## src/pkg/fse_pkg.sv

```systemverilog
// constants, types and helpers shared by the fifo status block
// What this block does
// - live flag bit 0 reads one while the fifo holds all entries
// - live flag bit 1 reads one while the fifo holds nothing
// - live flag bit 2 reads one while level reaches the upper threshold
// - live flag bit 3 reads one while level is at most the lower threshold
// - live flag bit 4 pulses one cycle per write into a full fifo
// - live flag bit 5 pulses one cycle per read from an empty fifo
// - overflow flags a write offered against a low in_ready, underflow a read offered against a low out_valid, as stalling is always on
// - sticky events share live flag positions and set in the same cycle
// - an event bit holds until software writes one to it
// - sticky bit 2 records the level reached the upper threshold
// - sticky bit 3 records the level fell to the lower threshold
// - a newly set event bit with its enable set interrupts the host
// - mask bits 0 to 5 gate the six events, bit 6 enables all
// - registers at word offsets 0 to 5 in the fixed order
// - upper threshold resets to depth minus one, writes clamp to 1..default
// - lower threshold resets to one, writes clamp to 1..upper maximum
// - level register is read-only and shows current occupancy in words
package fse_pkg;

	localparam int DATA_W = 32;
	localparam int DEPTH  = 16;
	localparam int PTR_W  = 4;
	localparam int CNT_W  = 5;
	localparam int AW     = 3;
	localparam int FLAG_W = 6;
	localparam int MASK_W = 7;

	localparam logic [AW-1:0] OFS_LEVEL = 3'h0;
	localparam logic [AW-1:0] OFS_FLAGS = 3'h1;
	localparam logic [AW-1:0] OFS_EVENT = 3'h2;
	localparam logic [AW-1:0] OFS_MASK  = 3'h3;
	localparam logic [AW-1:0] OFS_UPPER = 3'h4;
	localparam logic [AW-1:0] OFS_LOWER = 3'h5;

	localparam int BIT_TOP    = 0;
	localparam int BIT_DRAIN  = 1;
	localparam int BIT_NTOP   = 2;
	localparam int BIT_NBOT   = 3;
	localparam int BIT_WLOSS  = 4;
	localparam int BIT_RLOSS  = 5;
	localparam int BIT_ALL    = 6;

	localparam logic [CNT_W-1:0]  FULL_CNT  = 5'h10;
	localparam logic [CNT_W-1:0]  ZERO_CNT  = 5'h00;
	localparam logic [CNT_W-1:0]  UPPER_RST = 5'h0f;
	localparam logic [CNT_W-1:0]  LOWER_RST = 5'h01;
	localparam logic [CNT_W-1:0]  THR_MIN   = 5'h01;
	localparam logic [FLAG_W-1:0] EVENT_RST = 6'h00;
	localparam logic [FLAG_W-1:0] ALL_EVENT = 6'h3f;
	localparam logic [MASK_W-1:0] MASK_RST  = 7'h00;

	typedef struct packed {
		logic [AW-1:0]     addr;
		logic              read;
		logic              write;
		logic [DATA_W-1:0] wdata;
	} fse_csr_req_t;

	typedef struct packed {
		logic [PTR_W-1:0] wr_ptr;
		logic [PTR_W-1:0] rd_ptr;
		logic [CNT_W-1:0] count;
		logic             in_ready;
		logic             out_valid;
	} fse_fifo_st_t;

	typedef struct packed {
		logic [FLAG_W-1:0] flags;
		logic [FLAG_W-1:0] events;
		logic [MASK_W-1:0] mask;
		logic [CNT_W-1:0]  upper;
		logic [CNT_W-1:0]  lower;
		logic [DATA_W-1:0] rdata;
		logic              irq;
	} fse_top_st_t;

	// both thresholds share the same legal range
	function automatic logic [CNT_W-1:0] fse_clamp(
		input logic [DATA_W-1:0] v
	);
		if (v < {27'h0, THR_MIN}) begin
			return THR_MIN;
		end else if (v > {27'h0, UPPER_RST}) begin
			return UPPER_RST;
		end
		return v[CNT_W-1:0];
	endfunction

	function automatic logic [FLAG_W-1:0] fse_eff_mask(
		input logic [MASK_W-1:0] m
	);
		return m[BIT_ALL] ? ALL_EVENT : m[FLAG_W-1:0];
	endfunction

endpackage

```

## src/rtl/fse_fifo.sv

```systemverilog
// show-ahead fifo with valid and ready on both sides
`timescale 1ns/100ps
`default_nettype none
module fse_fifo
	import fse_pkg::*;
#(
	parameter int W = 32,
	parameter int N = 16
) (
	input  wire logic             clk,
	input  wire logic             rst_n,
	input  wire logic             in_valid,
	input  wire logic [W-1:0]     in_data,
	output var  logic             in_ready,
	output var  logic             out_valid,
	output var  logic [W-1:0]     out_data,
	input  wire logic             out_ready,
	output var  logic [CNT_W-1:0] level,
	output var  logic [CNT_W-1:0] nxt_level
);

	fse_fifo_st_t st_ff;
	fse_fifo_st_t nxt_st;
	logic         push;
	logic         pop;

	always_comb begin
		push   = in_valid & st_ff.in_ready;
		pop    = out_ready & st_ff.out_valid;
		nxt_st = st_ff;
		nxt_st.wr_ptr = st_ff.wr_ptr + PTR_W'(push);
		nxt_st.rd_ptr = st_ff.rd_ptr + PTR_W'(pop);
		nxt_st.count  = st_ff.count + CNT_W'(push) - CNT_W'(pop);
		nxt_st.in_ready  = nxt_st.count != FULL_CNT;
		nxt_st.out_valid = nxt_st.count != ZERO_CNT;
	end

	always_ff @(posedge clk or negedge rst_n) begin
		if (!rst_n) begin
			st_ff <= '{default: '0};
		end else begin
			st_ff <= nxt_st;
		end
	end

	fse_mem #(.W(W), .N(N), .A(PTR_W)) u_mem (
		.clk   (clk),
		.we    (push),
		.wa    (st_ff.wr_ptr),
		.wd    (in_data),
		.ra    (nxt_st.rd_ptr),
		.rd_ff (out_data)
	);

	assign in_ready  = st_ff.in_ready;
	assign out_valid = st_ff.out_valid;
	assign level     = st_ff.count;
	assign nxt_level = nxt_st.count;

endmodule
`default_nettype wire

```

## src/rtl/fse_mem.sv

```systemverilog
// storage array with registered read data and write-through bypass
`timescale 1ns/100ps
`default_nettype none
module fse_mem
	import fse_pkg::*;
#(
	parameter int W = 32,
	parameter int N = 16,
	parameter int A = 4
) (
	input  wire logic         clk,
	input  wire logic         we,
	input  wire logic [A-1:0] wa,
	input  wire logic [W-1:0] wd,
	input  wire logic [A-1:0] ra,
	output var  logic [W-1:0] rd_ff
);

	logic [W-1:0] mem [N];
	logic [W-1:0] nxt_rd;

	// bypass lets a word written into an empty fifo appear at once
	always_comb begin
		nxt_rd = (we && wa == ra) ? wd : mem[ra];
	end

	always_ff @(posedge clk) begin
		if (we) begin
			mem[wa] <= wd;
		end
		rd_ff <= nxt_rd;
	end

endmodule
`default_nettype wire

```

## src/rtl/fse_top.sv

```systemverilog
// fifo with live flags, sticky events, interrupt and control registers
`timescale 1ns/100ps
`default_nettype none
module fse_top
	import fse_pkg::*;
(
	input  wire logic              clk,
	input  wire logic              reset_n,
	input  wire logic              in_valid,
	input  wire logic [DATA_W-1:0] in_data,
	output var  logic              in_ready,
	output var  logic              out_valid,
	output var  logic [DATA_W-1:0] out_data,
	input  wire logic              out_ready,
	input  wire fse_csr_req_t      csr_req,
	output var  logic [DATA_W-1:0] csr_readdata,
	output var  logic              irq
);

	////////////////////////////////////////////////////////////////////////
	// reset release

	logic [1:0] rst_sync_ff;
	logic       rst_sync_n;

	always_ff @(posedge clk or negedge reset_n) begin
		if (!reset_n) begin
			rst_sync_ff <= 2'h0;
		end else begin
			rst_sync_ff <= {rst_sync_ff[0], 1'b1};
		end
	end

	assign rst_sync_n = rst_sync_ff[1];

	////////////////////////////////////////////////////////////////////////
	// data path

	logic [CNT_W-1:0] level;
	logic [CNT_W-1:0] nxt_level;

	fse_fifo #(.W(DATA_W), .N(DEPTH)) u_fifo (
		.clk       (clk),
		.rst_n     (rst_sync_n),
		.in_valid  (in_valid),
		.in_data   (in_data),
		.in_ready  (in_ready),
		.out_valid (out_valid),
		.out_data  (out_data),
		.out_ready (out_ready),
		.level     (level),
		.nxt_level (nxt_level)
	);

	////////////////////////////////////////////////////////////////////////
	// flags, events, registers

	fse_top_st_t       st_ff;
	fse_top_st_t       nxt_st;
	logic              wr_loss;
	logic              rd_loss;
	logic [FLAG_W-1:0] clr_bits;
	logic [FLAG_W-1:0] live;
	logic              wr_hit;

	always_comb begin
		nxt_st = st_ff;
		wr_hit = csr_req.write;
		// stalling is always on for the ready ports, so a loss is a write
		// offered against a low in_ready or a read against a low out_valid
		wr_loss = in_valid & ~in_ready;
		rd_loss = out_ready & ~out_valid;
		live = '0;
		live[BIT_TOP]   = nxt_level == FULL_CNT;
		live[BIT_DRAIN] = nxt_level == ZERO_CNT;
		live[BIT_NTOP]  = nxt_level >= st_ff.upper;
		live[BIT_NBOT]  = nxt_level <= st_ff.lower;
		live[BIT_WLOSS] = wr_loss;
		live[BIT_RLOSS] = rd_loss;
		nxt_st.flags = live;
		clr_bits = '0;
		if (wr_hit && csr_req.addr == OFS_EVENT) begin
			clr_bits = csr_req.wdata[FLAG_W-1:0];
		end
		// set beats clear so an event in the clearing cycle survives
		nxt_st.events = (st_ff.events & ~clr_bits) | live;
		// near bits latch whenever the live comparison holds
		if (wr_hit) begin
			case (csr_req.addr)
				OFS_MASK: begin
					nxt_st.mask = csr_req.wdata[MASK_W-1:0];
				end
				OFS_UPPER: begin
					nxt_st.upper = fse_clamp(csr_req.wdata);
				end
				OFS_LOWER: begin
					nxt_st.lower = fse_clamp(csr_req.wdata);
				end
				default: begin
				end
			endcase
		end
		if (csr_req.read) begin
			case (csr_req.addr)
				OFS_LEVEL: begin
					nxt_st.rdata = {27'h0, level};
				end
				OFS_FLAGS: begin
					nxt_st.rdata = {26'h0, st_ff.flags};
				end
				OFS_EVENT: begin
					nxt_st.rdata = {26'h0, st_ff.events};
				end
				OFS_MASK: begin
					nxt_st.rdata = {25'h0, st_ff.mask};
				end
				OFS_UPPER: begin
					nxt_st.rdata = {27'h0, st_ff.upper};
				end
				OFS_LOWER: begin
					nxt_st.rdata = {27'h0, st_ff.lower};
				end
				default: begin
					nxt_st.rdata = '0;
				end
			endcase
		end
		// level output: a fresh set raises it, it holds while set
		nxt_st.irq = |(nxt_st.events & fse_eff_mask(nxt_st.mask));
	end

	always_ff @(posedge clk or negedge rst_sync_n) begin
		if (!rst_sync_n) begin
			st_ff.flags  <= EVENT_RST;
			st_ff.events <= EVENT_RST;
			st_ff.mask   <= MASK_RST;
			st_ff.upper  <= UPPER_RST;
			st_ff.lower  <= LOWER_RST;
			st_ff.rdata  <= '0;
			st_ff.irq    <= 1'b0;
		end else begin
			st_ff <= nxt_st;
		end
	end

	assign csr_readdata = st_ff.rdata;
	assign irq          = st_ff.irq;

	logic [FLAG_W-1:0] past_clr;
	logic              past_wr_loss;
	logic              past_rd_loss;
	logic [CNT_W-1:0]  past_upper;
	logic [CNT_W-1:0]  past_lower;
	logic              seen_ff;

	always_ff @(posedge clk or negedge rst_sync_n) begin
		if (!rst_sync_n) begin
			past_clr     <= '0;
			past_wr_loss <= 1'b0;
			past_rd_loss <= 1'b0;
			past_upper   <= UPPER_RST;
			past_lower   <= LOWER_RST;
			seen_ff      <= 1'b0;
		end else begin
			past_clr     <= clr_bits;
			past_wr_loss <= wr_loss;
			past_rd_loss <= rd_loss;
			past_upper   <= st_ff.upper;
			past_lower   <= st_ff.lower;
			seen_ff      <= 1'b1;
		end
	end
endmodule
`default_nettype wire

```

## config.mk

```make
export PLATFORM = sky130hd
export DESIGN_NAME = fse_top
export DESIGN_NICKNAME = d
export VERILOG_FILES = /design/src/pkg/fse_pkg.sv /design/src/rtl/fse_fifo.sv /design/src/rtl/fse_mem.sv /design/src/rtl/fse_top.sv
export SDC_FILE = /design/constraint.sdc
export NUM_CORES = 1
export LEC_CHECK = 0
export BUFFER_PORTS_ARGS = -buffer_cell sky130_fd_sc_hd__buf_2
export CAP_MARGIN = 20
export CELL_PAD_IN_SITES_DETAIL_PLACEMENT = 2
export CELL_PAD_IN_SITES_GLOBAL_PLACEMENT = 2
export CORE_MARGIN = 3
export CORE_UTILIZATION = 48
export CTS_CLUSTER_DIAMETER = 80
export DETAILED_ROUTE_END_ITERATION = 10
export HOLD_SLACK_MARGIN = 0.08
export PLACE_DENSITY_LB_ADDON = 0.1
export SLEW_MARGIN = 20
export SYNTH_ARGS = -nofsm -noshare
export SYNTH_HDL_FRONTEND = slang
export SYNTH_SLANG_ARGS = --single-unit
export TNS_END_PERCENT = 1
```

## constraint.sdc

```tcl
create_clock -name clk -period 2.2 [get_ports clk]
set_input_delay 0.11 -clock clk [delete_from_list [all_inputs] [get_ports clk]]
set_output_delay 0.11 -clock clk [all_outputs]
set_load 0.05 [all_outputs]
```

Word-level counts from Yosys, hierarchy flattened. Memory sizes are Yosys's and may differ from the RTL's. A register that Yosys moved wholly into a read port is not among the register bits. Index checks and enable logic that the tools add are counted. Widths: inputs -> output; s select.

Add/subtract/negate cells: 4. Mux-type cells: 19. Reduce and logical (&&, ||, !) cells: 7. Eq/ne operators: 7. Magnitude comparators: 4. Bitwise operators: 10.

Operators by type and width (number): $pmux 7 s6 (1); $gt 32x4->1 const B (1); $lt 32x1->1 const B (1); $mux 5 (6); $mux 17 (1); $and 6x6->6 (2); $mux 6 (2); $add 4x1->4 (2); $mux 1 (8); $mux 7 (1); $eq 3x2->1 const B (2); $eq 3x3->1 const B (2); $not 6->6 (1); $or 6x6->6 (1); $reduce_or 6->1 (1); $add 5x1->5 (1); $eq 5x5->1 const B (1); $ge 5x5->1 (1); $le 5x5->1 (1); $logic_not 5->1 (1); $ne 5x5->1 const B (1); $reduce_bool 5->1 (1); $sub 5x1->5 (1); $and 1x1->1 (4); other kinds (5) (7).

Output and inout bits: 67. Input bits: 73. Memories: 1. Logic and storage cells: 65. Register bits: 79. Memory bits (writable): 512.

Memories: u_fifo.u_mem.mem (depth 16, width 32, rd ports 1, clocked after memory_dff 1, wr ports 1, line fse_mem.sv:19) `logic [W-1:0] mem [N];`.

Longest topological paths before layout.
Depth after elaboration: 11. Mapped depth: 17. Depth with buffers taken out: 17.

Modules after synthesis. From an unflattened synthesis, not the netlist that was laid out.

Cell total of the unflattened synthesis: 1111. Area total of the unflattened synthesis: 22427.8 um^2.

Modules (own cells, without submodules): fse_mem (sequential area each 15454.8 um^2, times used 1, area each 19293.5 um^2, cells each 810); fse_top (sequential area each 982.2 um^2, times used 1, area each 2339.7 um^2, cells each 231); fse_fifo (sequential area each 375.4 um^2, times used 1, area each 794.5 um^2, cells each 70).

Worst setup path after synthesis. OpenSTA, ideal clock, no wires.

Path kind: register to register. Start: reg u_fifo.st_ff, in the netlist u_fifo.in_ready. End: mem u_fifo.u_mem.mem[0][0], enable pin. Cell stages (with the launch flop): 5. Required time: 1.739 ns. Clock period less this slack: 4.166 ns. Buffers on the path: 1. Setup time: 0.461 ns. Arrival time: 3.705 ns. Setup slack: -1.966 ns. Cell sequence: dfrtp_1 and2_1 clkbuf_1 or3b_2 nor3_1.

Cells in the longest elaborated chain, start to end: 3.

Ends and longest elaborated chain: start: declaration (line fse_fifo.sv:22) `fse_fifo_st_t st_ff;`; start signal: assignment (line fse_fifo.sv:42) `st_ff <= nxt_st;`; $and 1x1->1 (line fse_fifo.sv:28) `push = in_valid & st_ff.in_ready;`; $mux 1 (line fse_mem.sv:28) `if (we) begin`; $mux 1 (not written as such) (line fse_mem.sv:29) `mem[wa] <= wd;`; end: declaration (line fse_mem.sv:19).

Every way passes these cells.

==> key figures <==
Route
  • Pre-antenna DRT Iters: 5
  • Final WL: around 81000 um
  • Vias per cell: approximately 6.4
  • Routed vias: roughly 13000
  • Wire per inst: between 40 and 50 um
  • Post-DRT Antenna Nets: 0
  • DRC errors left: 0
  • DR iter-0 viols: between 1500 and 2000

Logic synthesis
  • Share of Yosys cell area claimed by the top area cell type: 0.681
  • Synth warnings: 0
  • Mapped Area: about 23000 um2
  • Sequential fraction of the synthesis area: 0.745
  • Post-synth EDFFs: between 500 and 600
  • Synth Register Bits: 570
  • Count of different cell masters after synthesis: 53
  • Avg Inst Size Synth: 22.0 um2
  • Top_reg_cell synth: edfxtp_1
  • Area contributors post-synth: edfxtp_1 68%, mux4_2 11%, mux4_1 5.8%
  • Asr flop ratio synth: 0.0947
  • Cell taking the most area after synthesis: edfxtp_1
  • Gate Count Post-Synth: about 1000

Run status
  • Failing checks: negative setup slack
  • Run status: finished, violations left

Setup path
  • Setup crit end kind: flop
  • Worst r2r src: u_fifo.out_valid$_DFF_PN0_
  • Crit path max fanout: 3
  • Worst setup path start: u_fifo.out_valid$_DFF_PN0_
  • CP Launch Type: flop
  • Type of the worst setup path: flop to flop
  • Critical path data arrival time: about 3.9 ns
  • Worst endpoint required time: roughly 2.8 ns

Clock network
  • Clock root buffer: clkbuf_16
  • CTS tree: built
  • Clock Tree Buf Depth: 3
  • Inserted Clock Buffers: a little under 60
  • Clock sink count: 570
  • Clock transition at path regs: roughly 0.070 ns
  • Later-pin clock latency in the skew report: approximately 0.65 ns
  • H-tree levels: 2

Pwr
  • PwrDens: approximately 1500 nW/um2
  • Total power: about 41 mW
  • VDD IR max: between 1 and 1.5 mV
  • Leak Pwr: around 9.5 nW

Min path
  • HP Start: csr_req[14]
  • Worst hold path class: input pin to flop

Timing
  • Worst-case clock skew: around 0.037 ns
  • Final worst slack: -1.10 ns
  • Worst Tran Pin Value: slightly below 0.7 ns
  • Setup TNS: -24.37 ns
  • Clock period minus worst slack: roughly 3.3 ns
  • Final Hold Fails: 0
  • Slew headroom: 0.542
  • Max-slew violation total from the final report: 0
  • FMAX: a little over 0.3 GHz
  • WHS: ~0.15 ns
  • RSZ-0062 raised after global routing: yes
  • Final period util: 1.50
  • Final setup fails: between 40 and 50

Placement
  • Hpwl dp: about 41000 um
  • Pre-CTS setup slack: -1.02 ns
  • Placed Area: 24700 um2
  • Final GP Congestion: between 0.7 and 0.8
  • Buffers on Ports: 114

GRT
  • Peak-usage layer in the global routing report: met2
  • Total track usage: 0.322
  • Vias in the first global route: around 14000
  • Met3 GRT Util: 0.0688
  • Initial antenna violation count: 5
  • GRT overflow: 0
  • Largest net degree at the start of global routing: 58
  • Met2 Resource Use GR: 0.552
  • Met1 Usage GRT: 0.418
  • First-pass GRT wire length: roughly 110000 um

Floorplanning
  • Core footprint: about 46000 um2
  • Die W: 223 um
  • Initial Util: 0.491
  • Full die area: about 50000 um2
  • Total I/O pin count: 140
  • Row cnt: a little under 80
  • Die Y: ~220 um

Final layout
  • Area growth syn-to-layout: 21.7%
  • Share of layout cells above drive strength 1: 0.371
  • Most common cell after layout, fill and taps aside: edfxtp_1
  • Final instance area: 27500 um2
  • Post-layout nets: roughly 1400
  • Most frequent cells in the layout: 512 x edfxtp_1, 135 x mux4_2, 82 x buf_2

Job
  • Total of max-cap violations: 0
==> logic make-up (layout without fill, tap and decap cells) <==
family / Yosys count / count (layout) / share of synthesized area
adders and majority gates: 17 / 17 / 0.00975
xor gates and xnor gates: 8 / 8 / 0.00310
muxes: 179 / 179 / 0.178
AOI/OAI and AO/OA: 46 / 46 / 0.0131
DFF: 570 / 570 / 0.745
and+or+nand+nor: 108 / 108 / 0.0239
other: 2 / 27 / 0.000333
buffers and inverters: 97 / 399 / 0.0270
==> critical path, cell delays in order, from the launching register on <==
cell and delay, ns:
dfrtp_2 0.43, nand2_4 0.06, or2_4 0.25, nand2_4 0.07, ha_4 0.13, inv_2 0.03
fa_2 0.34, buf_6 0.14, xnor2_4 0.22, buf_4 0.19, ha_1 0.28, nand3_1 0.14
nand2_1 0.08, a211o_1 0.33, and3_4 0.19, o211a_1 0.20, nand4_1 0.12
==> worst paths after layout <==
path	slack, ns	cells past startpoint	end
max	-1.10	16	irq$_DFF_PN0_
min	0.15	5	st_ff[38]$_DFFE_PN1P_
max reg2reg	-1.10	16	irq$_DFF_PN0_
min reg2reg	0.31	0	st_ff[44]$_DFF_PN0_
max in group asynchronous	1.15	1	st_ff[33]$_DFFE_PN1P_
min in group asynchronous	0.31	0	st_ff[44]$_DFF_PN0_
==> sequential cells by signal, summed over array words and instances (netlist names), named ones only <==
register / count
irq: 1
csr_readdata: 7
u_fifo.out_valid: 1
u_fifo.in_ready: 1
u_fifo.level: 5
u_fifo.u_mem.mem: 512
st_ff: 29
u_fifo.st_ff: 8
rst_sync_ff: 2
==> timing repair <==
| item | in CTS | in global routing |
|---|---|---|
| hold buffers | 54 | 0 |
| setup buffers | 5 | 3 |
| pin swaps | 14 | 16 |
| endpoints found under the setup margin | 44 | 57 |
| gates resized for setup | 111 | 17 |
| endpoints found under the hold margin | 550 | 0 |
==> stage by stage <==
step                      std cells  utilization
after floorplan                1051            -
after global placement         1780        0.538
after detailed placement       1780        0.538
after CTS                      1950        0.596
after global routing           1953        0.598
final                          1954        0.598
==> synthesized netlist by cell type, types with 6 or more instances <==
cell type,number
a21oi_1,10
a22oi_1,6
buf_1,7
buf_2,7
buf_4,32
buf_6,11
clkbuf_1,17
dfrtp_1,49
edfxtp_1,512
ha_1,16
inv_1,20
mux2_2,13
mux4_1,50
mux4_2,112
nand2_1,23
nand2b_1,6
nor2_1,35
nor3_1,9
nor4_1,7
o21ai_0,14
==> power by group <==
part           internal, mW  switching, mW  total (mW)  leakage, nW
logic                  7.23           9.80        17.0         3.29
registers              13.3          0.821        14.1         5.29
clock network          5.48           4.80        10.3        0.905
total                  26.0           15.4        41.4         9.49
==> layer usage <==
metal / wire length (um) / vias up
met5: 22 / -
met3: 5590 / 172
li1: - / 4782
met4: 2900 / 4
met1: 30800 / 6927
met2: 41400 / 698
==> cell type report <==
class | count | area, um2
Tap cell | 600 | 751
Multi-Input combinational cell | 384 | 5490
Timing Repair Buffer | 268 | 2500
Fill cell | 3606 | 18500
Clock buffer | 74 | 1600
Clock inverter | 37 | 251
Antenna cell | 1 | 2.50
Sequential cell | 570 | 16800
Inverter | 20 | 75.1
Power figures use the tool's default switching activity.
